<file path="src/rtl/dmx_pkg.sv">
package dmx_pkg;

    // ==================================================
    // Register map (byte addresses, one word each)
    localparam int         ADDR_W       = 8;
    localparam logic [7:0] OFS_INSTR    = 8'h00;
    localparam logic [7:0] OFS_ACC      = 8'h04;
    localparam logic [7:0] OFS_PCH      = 8'h08;
    localparam logic [7:0] OFS_PTR0     = 8'h0C;
    localparam logic [7:0] OFS_PTR1     = 8'h10;
    localparam logic [7:0] OFS_PRESC    = 8'h14;
    localparam logic [7:0] OFS_FLAGS    = 8'h18;
    localparam logic [7:0] OFS_PWRCTL   = 8'h1C;

    // ==================================================
    // Instruction word fields
    localparam int         OPC_LSB      = 12;
    localparam int         PSEL_BIT     = 8;
    localparam int         REL_BIT      = 9;
    localparam int         SRST_BIT     = 0;
    localparam logic [3:0] OP_NOP       = 4'h0;
    localparam logic [3:0] OP_LD_PCH    = 4'h1;
    localparam logic [3:0] OP_LD_ACC    = 4'h2;
    localparam logic [3:0] OP_ST_FILE   = 4'h3;
    localparam logic [3:0] OP_ST_IND    = 4'h4;
    localparam logic [3:0] OP_LD_PRESC  = 4'h5;
    localparam logic [3:0] OP_SOFT_RST  = 4'h6;

    // Pointer update codes
    localparam logic [1:0] UPD_PRE_INC  = 2'h0;
    localparam logic [1:0] UPD_PRE_DEC  = 2'h1;
    localparam logic [1:0] UPD_POST_INC = 2'h2;
    localparam logic [1:0] UPD_POST_DEC = 2'h3;

    // File addresses of the two indirect access ports
    localparam logic [6:0] IND0_PORT    = 7'h00;
    localparam logic [6:0] IND1_PORT    = 7'h01;

    // ==================================================
    // Values after reset
    localparam logic [7:0]  ACC_RST     = 8'h00;
    localparam logic [6:0]  PCH_RST     = 7'h00;
    localparam logic [15:0] PTR_RST     = 16'h0000;
    localparam logic [7:0]  PRESC_RST   = 8'hFF;
    localparam logic [7:0]  FLAGS_RST   = 8'h00;
    localparam logic        SRST_RST    = 1'b1;

    // File register write port
    typedef struct packed {
        logic        valid;
        logic [15:0] addr;
        logic [7:0]  data;
    } dmx_fwr_t;

    // Direct address, or the pointer when an indirect port is named
    function automatic logic [15:0] dmx_file_addr(input logic [6:0]  f,
                                                  input logic [15:0] p0,
                                                  input logic [15:0] p1);
        if (f == IND0_PORT) begin
            return p0;
        end else if (f == IND1_PORT) begin
            return p1;
        end
        return {9'h000, f};
    endfunction

endpackage

</file>
<file path="src/rtl/dmx_exec.sv">
// The Avalon-MM register port and the register offsets are this design's own decisions.
`timescale 1ns/1ps
module dmx_exec
    import dmx_pkg::*;
(
    input  wire logic              clk,
    input  wire logic              rst_n,
    input  wire logic              ce,
    input  wire logic [ADDR_W-1:0] avs_address,
    input  wire logic              avs_read,
    input  wire logic              avs_write,
    input  wire logic [31:0]       avs_writedata,
    input  wire logic [3:0]        avs_byteenable,
    output logic      [31:0]       avs_readdata,
    output logic                   avs_waitrequest,
    output dmx_fwr_t               fwr,
    output logic      [7:0]        acc,
    output logic      [6:0]        pc_high_latch,
    output logic      [7:0]        prescale_cfg,
    output logic                   dev_reset_req
);

    // ==================================================
    // Bus handshake
    typedef enum logic {BUS_IDLE, BUS_ACK} dmx_bus_t;

    dmx_bus_t    bus_state;
    logic [15:0] ptr0;
    logic [15:0] ptr1;
    logic [7:0]  flags;
    logic        soft_reset_flag;
    logic [31:0] next_readdata;
    logic        acc_wr;
    logic        exec;
    logic [3:0]  opc;
    logic        psel;
    logic        rel;
    logic [15:0] sel_ptr;
    logic [15:0] ind_eff;
    logic [15:0] ind_nxt;

    // A request is answered one cycle after it is first seen
    always_ff @(posedge clk or negedge rst_n) begin
        if (!rst_n) begin
            bus_state       <= BUS_IDLE;
            avs_waitrequest <= 1'b1;
        end else if (ce) begin
            case (bus_state)
                BUS_IDLE: begin
                    if (avs_read || avs_write) begin
                        bus_state       <= BUS_ACK;
                        avs_waitrequest <= 1'b0;
                    end
                end
                BUS_ACK: begin
                    bus_state       <= BUS_IDLE;
                    avs_waitrequest <= 1'b1;
                end
                default: begin
                    bus_state       <= BUS_IDLE;
                    avs_waitrequest <= 1'b1;
                end
            endcase
        end
    end

    // Writes land only at the edge that sees waitrequest low
    assign acc_wr = ce && avs_write && (bus_state == BUS_ACK);
    assign exec   = acc_wr && (avs_address == OFS_INSTR) && (&avs_byteenable[1:0]);

    // ==================================================
    // Instruction fields
    // Opcodes that no decode below names fall through as no-operation
    assign opc     = avs_writedata[OPC_LSB+3:OPC_LSB];
    assign psel    = avs_writedata[PSEL_BIT];
    assign rel     = avs_writedata[REL_BIT];
    assign sel_ptr = psel ? ptr1 : ptr0;

    dmx_ind_addr u_ind (
        .ptr (sel_ptr),
        .upd (avs_writedata[1:0]),
        .rel (rel),
        .ofs (avs_writedata[5:0]),
        .eff (ind_eff),
        .nxt (ind_nxt)
    );

    // ==================================================
    // Accumulator: literal load or bus write
    always_ff @(posedge clk or negedge rst_n) begin
        if (!rst_n) begin
            acc <= ACC_RST;
        end else if (exec && opc == OP_LD_ACC) begin
            acc <= avs_writedata[7:0];
        end else if (acc_wr && avs_address == OFS_ACC && avs_byteenable[0]) begin
            acc <= avs_writedata[7:0];
        end
    end

    // PC high latch, loaded only by its literal instruction
    always_ff @(posedge clk or negedge rst_n) begin
        if (!rst_n) begin
            pc_high_latch <= PCH_RST;
        end else if (exec && opc == OP_LD_PCH) begin
            pc_high_latch <= avs_writedata[6:0];
        end
    end

    // Prescaler configuration, loaded from the accumulator
    always_ff @(posedge clk or negedge rst_n) begin
        if (!rst_n) begin
            prescale_cfg <= PRESC_RST;
        end else if (exec && opc == OP_LD_PRESC) begin
            prescale_cfg <= acc;
        end
    end

    // ==================================================
    // Pointers: step on non-relative indirect stores, byte writes from the bus
    always_ff @(posedge clk or negedge rst_n) begin
        if (!rst_n) begin
            ptr0 <= PTR_RST;
            ptr1 <= PTR_RST;
        end else if (exec && opc == OP_ST_IND) begin
            if (psel) begin
                ptr1 <= ind_nxt;
            end else begin
                ptr0 <= ind_nxt;
            end
        end else if (acc_wr && avs_address == OFS_PTR0) begin
            if (avs_byteenable[0]) ptr0[7:0] <= avs_writedata[7:0];
            if (avs_byteenable[1]) ptr0[15:8] <= avs_writedata[15:8];
        end else if (acc_wr && avs_address == OFS_PTR1) begin
            if (avs_byteenable[0]) ptr1[7:0] <= avs_writedata[7:0];
            if (avs_byteenable[1]) ptr1[15:8] <= avs_writedata[15:8];
        end
    end

    // Status flags: only software touches them, no instruction here does
    always_ff @(posedge clk or negedge rst_n) begin
        if (!rst_n) begin
            flags <= FLAGS_RST;
        end else if (acc_wr && avs_address == OFS_FLAGS && avs_byteenable[0]) begin
            flags <= avs_writedata[7:0];
        end
    end

    // ==================================================
    // File write port, one cycle pulse per store
    // The ports hold no data; a direct store to one goes to its pointer
    always_ff @(posedge clk or negedge rst_n) begin
        if (!rst_n) begin
            fwr <= '0;
        end else if (ce) begin
            fwr.valid <= 1'b0;
            if (exec && opc == OP_ST_FILE) begin
                fwr.valid <= 1'b1;
                fwr.addr  <= dmx_file_addr(avs_writedata[6:0], ptr0, ptr1);
                fwr.data  <= acc;
            end else if (exec && opc == OP_ST_IND) begin
                fwr.valid <= 1'b1;
                fwr.addr  <= ind_eff;
                fwr.data  <= acc;
            end
        end
    end

    // ==================================================
    // Software reset: one pulse out, cause flag cleared
    // Software sets the flag again after it has seen the cause
    always_ff @(posedge clk or negedge rst_n) begin
        if (!rst_n) begin
            soft_reset_flag <= SRST_RST;
            dev_reset_req   <= 1'b0;
        end else if (ce) begin
            dev_reset_req <= exec && (opc == OP_SOFT_RST);
            if (exec && opc == OP_SOFT_RST) begin
                soft_reset_flag <= 1'b0;
            end else if (acc_wr && avs_address == OFS_PWRCTL && avs_byteenable[0]) begin
                soft_reset_flag <= avs_writedata[SRST_BIT];
            end
        end
    end

    // ==================================================
    // Read path; unmapped offsets read as zero
    always_comb begin
        next_readdata = 32'h0000_0000;
        case (avs_address)
            OFS_ACC:    next_readdata[7:0]  = acc;
            OFS_PCH:    next_readdata[6:0]  = pc_high_latch;
            OFS_PTR0:   next_readdata[15:0] = ptr0;
            OFS_PTR1:   next_readdata[15:0] = ptr1;
            OFS_PRESC:  next_readdata[7:0]  = prescale_cfg;
            OFS_FLAGS:  next_readdata[7:0]  = flags;
            OFS_PWRCTL: next_readdata[SRST_BIT] = soft_reset_flag;
            default:    next_readdata = 32'h0000_0000;
        endcase
    end

    // Captured while waiting, so data stand at the answering edge
    always_ff @(posedge clk or negedge rst_n) begin
        if (!rst_n) begin
            avs_readdata <= 32'h0000_0000;
        end else if (ce && bus_state == BUS_IDLE && avs_read) begin
            avs_readdata <= next_readdata;
        end
    end
endmodule

</file>
<file path="src/rtl/dmx_ind_addr.sv">
`timescale 1ns/1ps
module dmx_ind_addr
    import dmx_pkg::*;
(
    input  wire logic [15:0] ptr,
    input  wire logic [1:0]  upd,
    input  wire logic        rel,
    input  wire logic [5:0]  ofs,
    output logic      [15:0] eff,
    output logic      [15:0] nxt
);

    // ==================================================
    // Effective address and next pointer value
    // 16-bit sums wrap on their own, which is the wanted behaviour
    always_comb begin
        eff = ptr;
        nxt = ptr;
        if (rel) begin
            eff = ptr + {{10{ofs[5]}}, ofs};
        end else begin
            case (upd)
                UPD_PRE_INC: begin
                    eff = ptr + 16'h0001;
                    nxt = ptr + 16'h0001;
                end
                UPD_PRE_DEC: begin
                    eff = ptr - 16'h0001;
                    nxt = ptr - 16'h0001;
                end
                UPD_POST_INC: nxt = ptr + 16'h0001;
                default:      nxt = ptr - 16'h0001;
            endcase
        end
    end

endmodule

</file>
<file path="config.mk">
export PLATFORM = sky130hd
export DESIGN_NAME = dmx_exec
export DESIGN_NICKNAME = d
export VERILOG_FILES = /design/src/rtl/dmx_pkg.sv /design/src/rtl/dmx_exec.sv /design/src/rtl/dmx_ind_addr.sv
export SDC_FILE = /design/constraint.sdc
export NUM_CORES = 1
export LEC_CHECK = 0
export BUFFER_PORTS_ARGS = -buffer_cell sky130_fd_sc_hd__buf_2
export CELL_PAD_IN_SITES_DETAIL_PLACEMENT = 0
export CELL_PAD_IN_SITES_GLOBAL_PLACEMENT = 1
export CORE_MARGIN = 2
export CORE_UTILIZATION = 38
export CTS_CLUSTER_DIAMETER = 100
export DETAILED_ROUTE_END_ITERATION = 6
export MAX_ROUTING_LAYER = met4
export PLACE_DENSITY = 0.78
export SYNTH_ARGS = -nofsm -noshare
export SYNTH_HDL_FRONTEND = slang
export SYNTH_SLANG_ARGS = --single-unit
</file>
<file path="constraint.sdc">
create_clock -name clk -period 2.4 [get_ports clk]
set_input_delay 0 -clock clk [delete_from_list [all_inputs] [get_ports clk]]
set_output_delay 0 -clock clk [all_outputs]
set_load 0.02 [all_outputs]
</file>
Word level (Yosys, flattened, before mapping)
Cells that the tools add are included.
{"block": "word_totals", "register_bits": 108, "latch_bits": 0, "ram_bits": 0, "mem_bits_ro": 0, "out_inout_bits": 82, "mem_count": 0}
{"block": "classes", "addsub": 3, "multipliers": 0, "div": 0, "magnitude_cmp": 0, "eq_ne": 20, "shift": 0, "muxes": 35, "bitwise_logic": 1, "n_reduce_logical": 40}
{"cell": "$mux W16", "n": 14}
{"cell": "$mux W25", "n": 2}
{"cell": "$pmux W6 S6", "n": 1}
{"cell": "$eq A8 B5 Y1 const B", "n": 4}
{"cell": "$mux W8", "n": 4}
{"cell": "$pmux W16 S2", "n": 1}
{"cell": "$logic_and A1 B1 Y1", "n": 20}
{"cell": "$add A16 B1 Y16 const B", "n": 1}
{"cell": "$add A16 B16 Y16", "n": 1}
{"cell": "$eq A8 B4 Y1 const B", "n": 2}
{"cell": "$pmux W8 S2", "n": 1}
{"cell": "$sub A16 B1 Y16 const B", "n": 1}
{"cell": "$reduce_bool A2 Y1", "n": 7}
{"cell": "$eq A4 B3 Y1 const B", "n": 3}
{"cell": "$eq A4 B2 Y1 const B", "n": 2}
{"cell": "$eq A8 B3 Y1 const B", "n": 1}
{"cell": "$logic_not A8 Y1", "n": 1}
{"cell": "$mux W1", "n": 8}
{"cell": "$ne A2 B2 Y1 const B", "n": 4}
{"cell": "$reduce_and A2 Y1", "n": 4}
{"cell": "$reduce_and A4 Y1", "n": 2}
{"cell": "$eq A7 B1 Y1 const B", "n": 1}
{"cell": "$logic_not A7 Y1", "n": 1}
{"cell": "$pmux W1 S7", "n": 1}
{"cell": "other kinds (10)", "n": 12}

Logic depth before layout (Yosys ltp)
{"block": "logic_depth", "word_depth": 9, "mapped_depth": 17}

By module
A second synthesis with hierarchy kept.
{"block": "hier_totals", "hier_cells": 760, "hier_area_um2": 7445.9}
{"mod": "dmx_exec", "n_inst": 1, "cells_each": 501, "area_each_um2": 5685.5}
{"mod": "dmx_ind_addr", "n_inst": 1, "cells_each": 259, "area_each_um2": 1760.4}

Worst setup path before layout
Ideal clock, no wire load.
{"block": "synth_timing", "path_type": "input port to flip-flop", "from": "input port avs_writedata[8]", "to": "register fwr[22] in the netlist's numbering", "arrival_ns": 2.842, "t_required_ns": 2.264, "slack_ns": -0.578, "path_stages": 17, "n_path_buf": 4, "path_cell_list": "buf_2 -> buf_4 -> buf_2 -> buf_2 -> mux2i_1 -> inv_1 -> ha_1 -> inv_1 -> fa_1 -> nand2b_1 -> a21oi_1 -> o21ai_0 -> nor3_1 -> o41a_1 -> xor2_1 -> mux2i_1 -> o21ai_0"}
{"block": "synth_between", "elab_chain_len": 6}
{"element": "from (decl)", "line_no": "dmx_exec.sv:12", "rtl": "input wire logic [31:0] avs_writedata,"}
{"element": "$mux W16 (*)", "line_no": "dmx_exec.sv:77", "rtl": "assign sel_ptr = psel ? ptr1 : ptr0;"}
{"element": "$sub A16 B1 Y16 / $add A16 B1 Y16 (equally long branches)", "line_no": "dmx_ind_addr.sv:28, dmx_ind_addr.sv:24"}
{"element": "$pmux W16 S2", "line_no": "dmx_ind_addr.sv:22", "rtl": "case (upd)"}
{"element": "$mux W16 (*)", "line_no": "dmx_ind_addr.sv:19", "rtl": "if (rel) begin"}
{"element": "$mux W25 (*)", "line_no": "dmx_exec.sv:160", "rtl": "end else if (exec && opc == OP_ST_IND) begin"}
{"element": "$mux W25 (*)", "line_no": "dmx_exec.sv:156", "rtl": "if (exec && opc == OP_ST_FILE) begin"}
{"element": "to (decl)", "line_no": "dmx_exec.sv:16", "rtl": "output dmx_fwr_t fwr,"}
Mark *: on every way between the ends. The rest lies on a longest branch, timed or not. The select of a mux whose other input is x is not followed.
A chain may end at the register's enable or synchronous reset.

Worst setup path in the final report
{"block": "layout_timing", "from": "register ptr0[4]", "to": "register fwr[22] in the netlist's numbering"}
{"block": "layout_between", "elab_chain_len": 6}
{"element": "from (decl)", "line_no": "dmx_exec.sv:28", "rtl": "logic [15:0] ptr0;"}
{"element": "from (signal assigned)", "line_no": "dmx_exec.sv:128", "rtl": "ptr0 <= ind_nxt;"}
{"element": "from (signal assigned)", "line_no": "dmx_exec.sv:131", "rtl": "if (avs_byteenable[0]) ptr0[7:0] <= avs_writedata[7:0];"}
{"element": "$mux W16 (*)", "line_no": "dmx_exec.sv:77"}
{"element": "$sub A16 B1 Y16 / $add A16 B1 Y16 (equally long branches)", "line_no": "dmx_ind_addr.sv:28, dmx_ind_addr.sv:24"}
{"element": "$pmux W16 S2", "line_no": "dmx_ind_addr.sv:22"}
{"element": "$mux W16 (*)", "line_no": "dmx_ind_addr.sv:19"}
{"element": "$mux W25 (*)", "line_no": "dmx_exec.sv:160"}
{"element": "$mux W25 (*)", "line_no": "dmx_exec.sv:156"}
Marks and branches as above.

==> metrics.log <==
[metrics] outcome: complete, no violations
[metrics] longest individual stage delay on the worst path: 0.45 ns
[metrics] via count of the first global-routing pass: 6723
[metrics] Clock Tree Root: clkbuf_16
[metrics] total routing usage reported by global routing: 0.2398
[metrics] Worst EP arrival: around 2.6 ns
[metrics] count of nets after finishing: 1068
[metrics] register share of total power: 0.466
[metrics] first-pass GRT wire length: roughly 36000 um
[metrics] power per unit of standard cell area: 424.4 nW/um^2
[metrics] Net Sw Frac: 0.2694
[metrics] number of nets still failing antenna checks after routing: 0
[metrics] Int Power: 2.891 mW
[metrics] share of the synthesized area in the top cell type: 0.3542
[metrics] CTS clk-pin slew, worst paths: ~0.080 ns
[metrics] final period utilization: 0.9758
[metrics] switching power: roughly 1.1 mW
[metrics] Cell variety after synth: 64
[metrics] fraction of final layout cells sized beyond drive strength 1: 0.3728
[metrics] routability cong.: 0.9372
[metrics] Row Count: between 40 and 50
[metrics] post-synth top area cell: dfrtp_1
[metrics] crit path cell chain: mux2i_4, inv_2, ha_4, or3_4, o21ai_4, nor3_2, o41a_1, xor2_1, mux2i_1, o21ai_1
[metrics] count of routing violations after the opening detailed-route iteration: approximately 490
[metrics] Worst setup SP type: flop
[metrics] setup slack of the critical path after layout: about 0.058 ns
[metrics] Yosys warning total: 0
[metrics] sum of net half-perimeters after detailed placement: around 17000 um
[metrics] total routed wirelength: roughly 23000 um
[metrics] post-synthesis sequential area ratio: 0.3921
[metrics] average detailed-routed wire length per instance: 18.26 um
[metrics] DRC violation count after routing: 0
[metrics] final max-slew violation count: 0
[metrics] number of ports placed on the die boundary: 131
[metrics] number of buffers created by CTS: 9
[metrics] Hold Path Class: in -> reg
[metrics] area occupied by registers: between 2000 and 3000 sq um
[metrics] synthesized area divided by synthesized cell count: approximately 8.8 sq um
[metrics] worst setup timing slack at the placement stage: -0.2160 ns
[metrics] vias: 6676
[metrics] hold violation total from the final report: 0
[metrics] diode insertion count for antenna repair: 0
[metrics] die width: between 100 and 150 um
[metrics] Async SR Flop Fraction: 1.000
[metrics] clock tree from TritonCTS: built
[metrics] maximum capacitance violations: 0
[metrics] transition at the pin with the smallest max-transition slack: 0.7185 ns
[metrics] cell area after synthesis: 6924 sq um
[metrics] DIE HEIGHT: approximately 140 um
[metrics] critical path capture point type: flop
[metrics] CP max FO: 3
[metrics] dominant register cell in the synthesized netlist: dfrtp_1
[metrics] Core Util, Final: 0.5207
[metrics] cell with the largest stage delay on the worst path: dfrtp_2
[metrics] Die ar.: 19320 sq um
[metrics] Area Overhead vs Synth: 34.62%
[metrics] level count of the clock H-tree: 3
[metrics] final number of setup-violating endpoints: 0
[metrics] router iterations before antenna repair: 6
[metrics] Worst slew margin: 0.5178
[metrics] required time of the critical path: approximately 2.7 ns
[metrics] # port buffers: 96
[metrics] minimum setup slack among reg-to-reg paths: about 0.058 ns
[metrics] fill cell count: about 1700
[metrics] maximum root-to-sink buffer count: 2
[metrics] RSZ-0062 raised after global routing: yes
[metrics] Vias/cell: roughly 5.4
[metrics] Max Clk Rate: 0.4270 GHz
[metrics] VDD IR-drop max: around 0.36 mV
[metrics] static leakage: about 4.5 nW
[metrics] Starting Density: 0.3868
[metrics] largest cells by area after synthesis: dfrtp_1 35%, mux2_2 6.5%, nand2_1 5.9%, a21oi_1 5.2%, mux2i_1 4.3%
[metrics] category of the critical setup timing path: reg -> reg
[metrics] overflow left after global routing: 0
[metrics] clk sink count: 108
[metrics] clock period minus final worst setup slack: roughly 2.3 ns
[metrics] clock power share: 0.408
[metrics] cell count after synthesis: slightly below 800
[metrics] share of total power in combinational logic: 0.127
[metrics] clock latency reported for the late side of the worst-skew pair: 0.36 ns
[metrics] number of synthesized flops with an enable pin: 0
[metrics] most frequent standard cell in the layout excluding fill and tap cells: buf_4
[metrics] Worst Skew: approximately 0.010 ns
[metrics] number of register bits inferred by synthesis: around 110
[metrics] leading cell types in the layout, fill and taps excluded: 128 x buf_4, 107 x nand2_1, 96 x dfrtp_1
[metrics] Std-Cell Core Area: 17900 sq um
[metrics] maximum number of pins on one net before global-route repair: 64
[metrics] antenna violations before repair: 0
[metrics] total area of multi-input combinational cells: 4282 sq um
[critical path: cells and delay by family (launching register included)]
family	cells	cell delay [ns]
xor gates and xnor gates	1	0.15
and+or+nand+nor	2	0.46
adders and majority gates	1	0.17
buffers and inverters	1	0.08
DFF	1	0.45
AOI/OAI and AO/OA	3	0.57
muxes	2	0.35
[power by group through the flow]
stage | Sequential, mW | Combinational (mW) | Clock (mW)
after global placement | 1.88 | 0.446 | 0
after global routing | 1.84 | 0.548 | 1.71
after CTS | 1.84 | 0.472 | 1.65
final | 1.84 | 0.501 | 1.61
after detailed placement | 1.88 | 0.450 | 0
after floorplan | 1.88 | 0.273 | 0
[stage by stage]
step | power (mW) | setup TNS, ns | hold slack, ns | area (sq um) | cells
after floorplan | 2.157 | -0.2559 | -0.2956 | 7096 | 800
after global placement | 2.323 | -0.3955 | 0.05064 | 8574 | 1206
after detailed placement | 2.327 | -0.8125 | 0.05560 | 8574 | 1206
after CTS | 3.960 | -0.02687 | 0.003058 | 9061 | 1233
after global routing | 4.099 | -0.2182 | 0.02516 | 9321 | 1235
final | 3.956 | 0 | 0.03336 | 9321 | 1235
[cells by family (layout without fill, tap and decap cells)]
| logic type | count (synthesis) | after routing | synth area share |
|---|---|---|---|
| AOI/OAI and AO/OA | 223 | 223 | 0.1910 |
| xor gates and xnor gates | 39 | 39 | 0.04933 |
| adders and majority gates | 18 | 18 | 0.03361 |
| buffers and inverters | 75 | 281 | 0.05186 |
| DFF | 108 | 108 | 0.3921 |
| muxes | 72 | 72 | 0.1117 |
| other | 1 | 16 | 0.0005416 |
| and+or+nand+nor | 249 | 249 | 0.1699 |
[state kept, by name, summed over array words and instances, names as in the netlist]
register	cells
acc	8
avs_readdata	16
avs_waitrequest	1
bus_state	1
dev_reset_req	1
flags	8
fwr	25
pc_high_latch	7
prescale_cfg	8
ptr0	16
ptr1	16
soft_reset_flag	1
[layer usage]
metal  track usage  vias to the layer above  wire (um)
met4       0.07337                        0        600
met5             -                        -          0
met2        0.3842                      185      10780
met3       0.03419                       41       1082
met1        0.3166                     3239      10090
li1              -                     3211          -
[cell type report]
class / instances / area share
Clock buffer: 10 / 0.02564
Clock inverter: 6 / 0.008591
Inverter: 28 / 0.01128
Multi-Input combinational cell: 617 / 0.4593
Sequential cell: 108 / 0.2915
Tap cell: 229 / 0.03074
Timing Repair Buffer: 237 / 0.1729
[cells in the mapped netlist (15+ instances only)]
| master | number |
|---|---|
| buf_4 | 18 |
| ha_1 | 17 |
| o21ai_1 | 24 |
| a21oi_1 | 72 |
| dfrtp_1 | 98 |
| nor2_1 | 63 |
| clkbuf_1 | 19 |
| nand2_1 | 108 |
| mux2_2 | 40 |
| o21ai_0 | 59 |
| nor3_1 | 15 |
| mux2i_1 | 30 |
| a22oi_1 | 16 |
| inv_1 | 27 |
| nand3_1 | 16 |
| xnor2_1 | 30 |
[timing repair]
action | CTS | global route
setup endpoints to repair | 5 | 23
gates resized for setup | 18 | 57
pin swaps | 4 | 41
hold endpoints to repair | 57 | 0
buffers inserted | 4 | 4
hold buffers | 7 | 0
[final timing paths]
kind / endpoint / startpoint / cells past startpoint
worst max-delay path: fwr[22] / ptr0[4] / 10
worst min-delay path: avs_waitrequest / avs_read / 3
worst max register to register: fwr[22] / ptr0[4] / 10
worst min register to register: fwr[6] / fwr[6] / 2
max in group asynchronous: soft_reset_flag / rst_n / 3
min in group asynchronous: avs_readdata[6] / rst_n / 2
(Power assumes the default switching activity.)
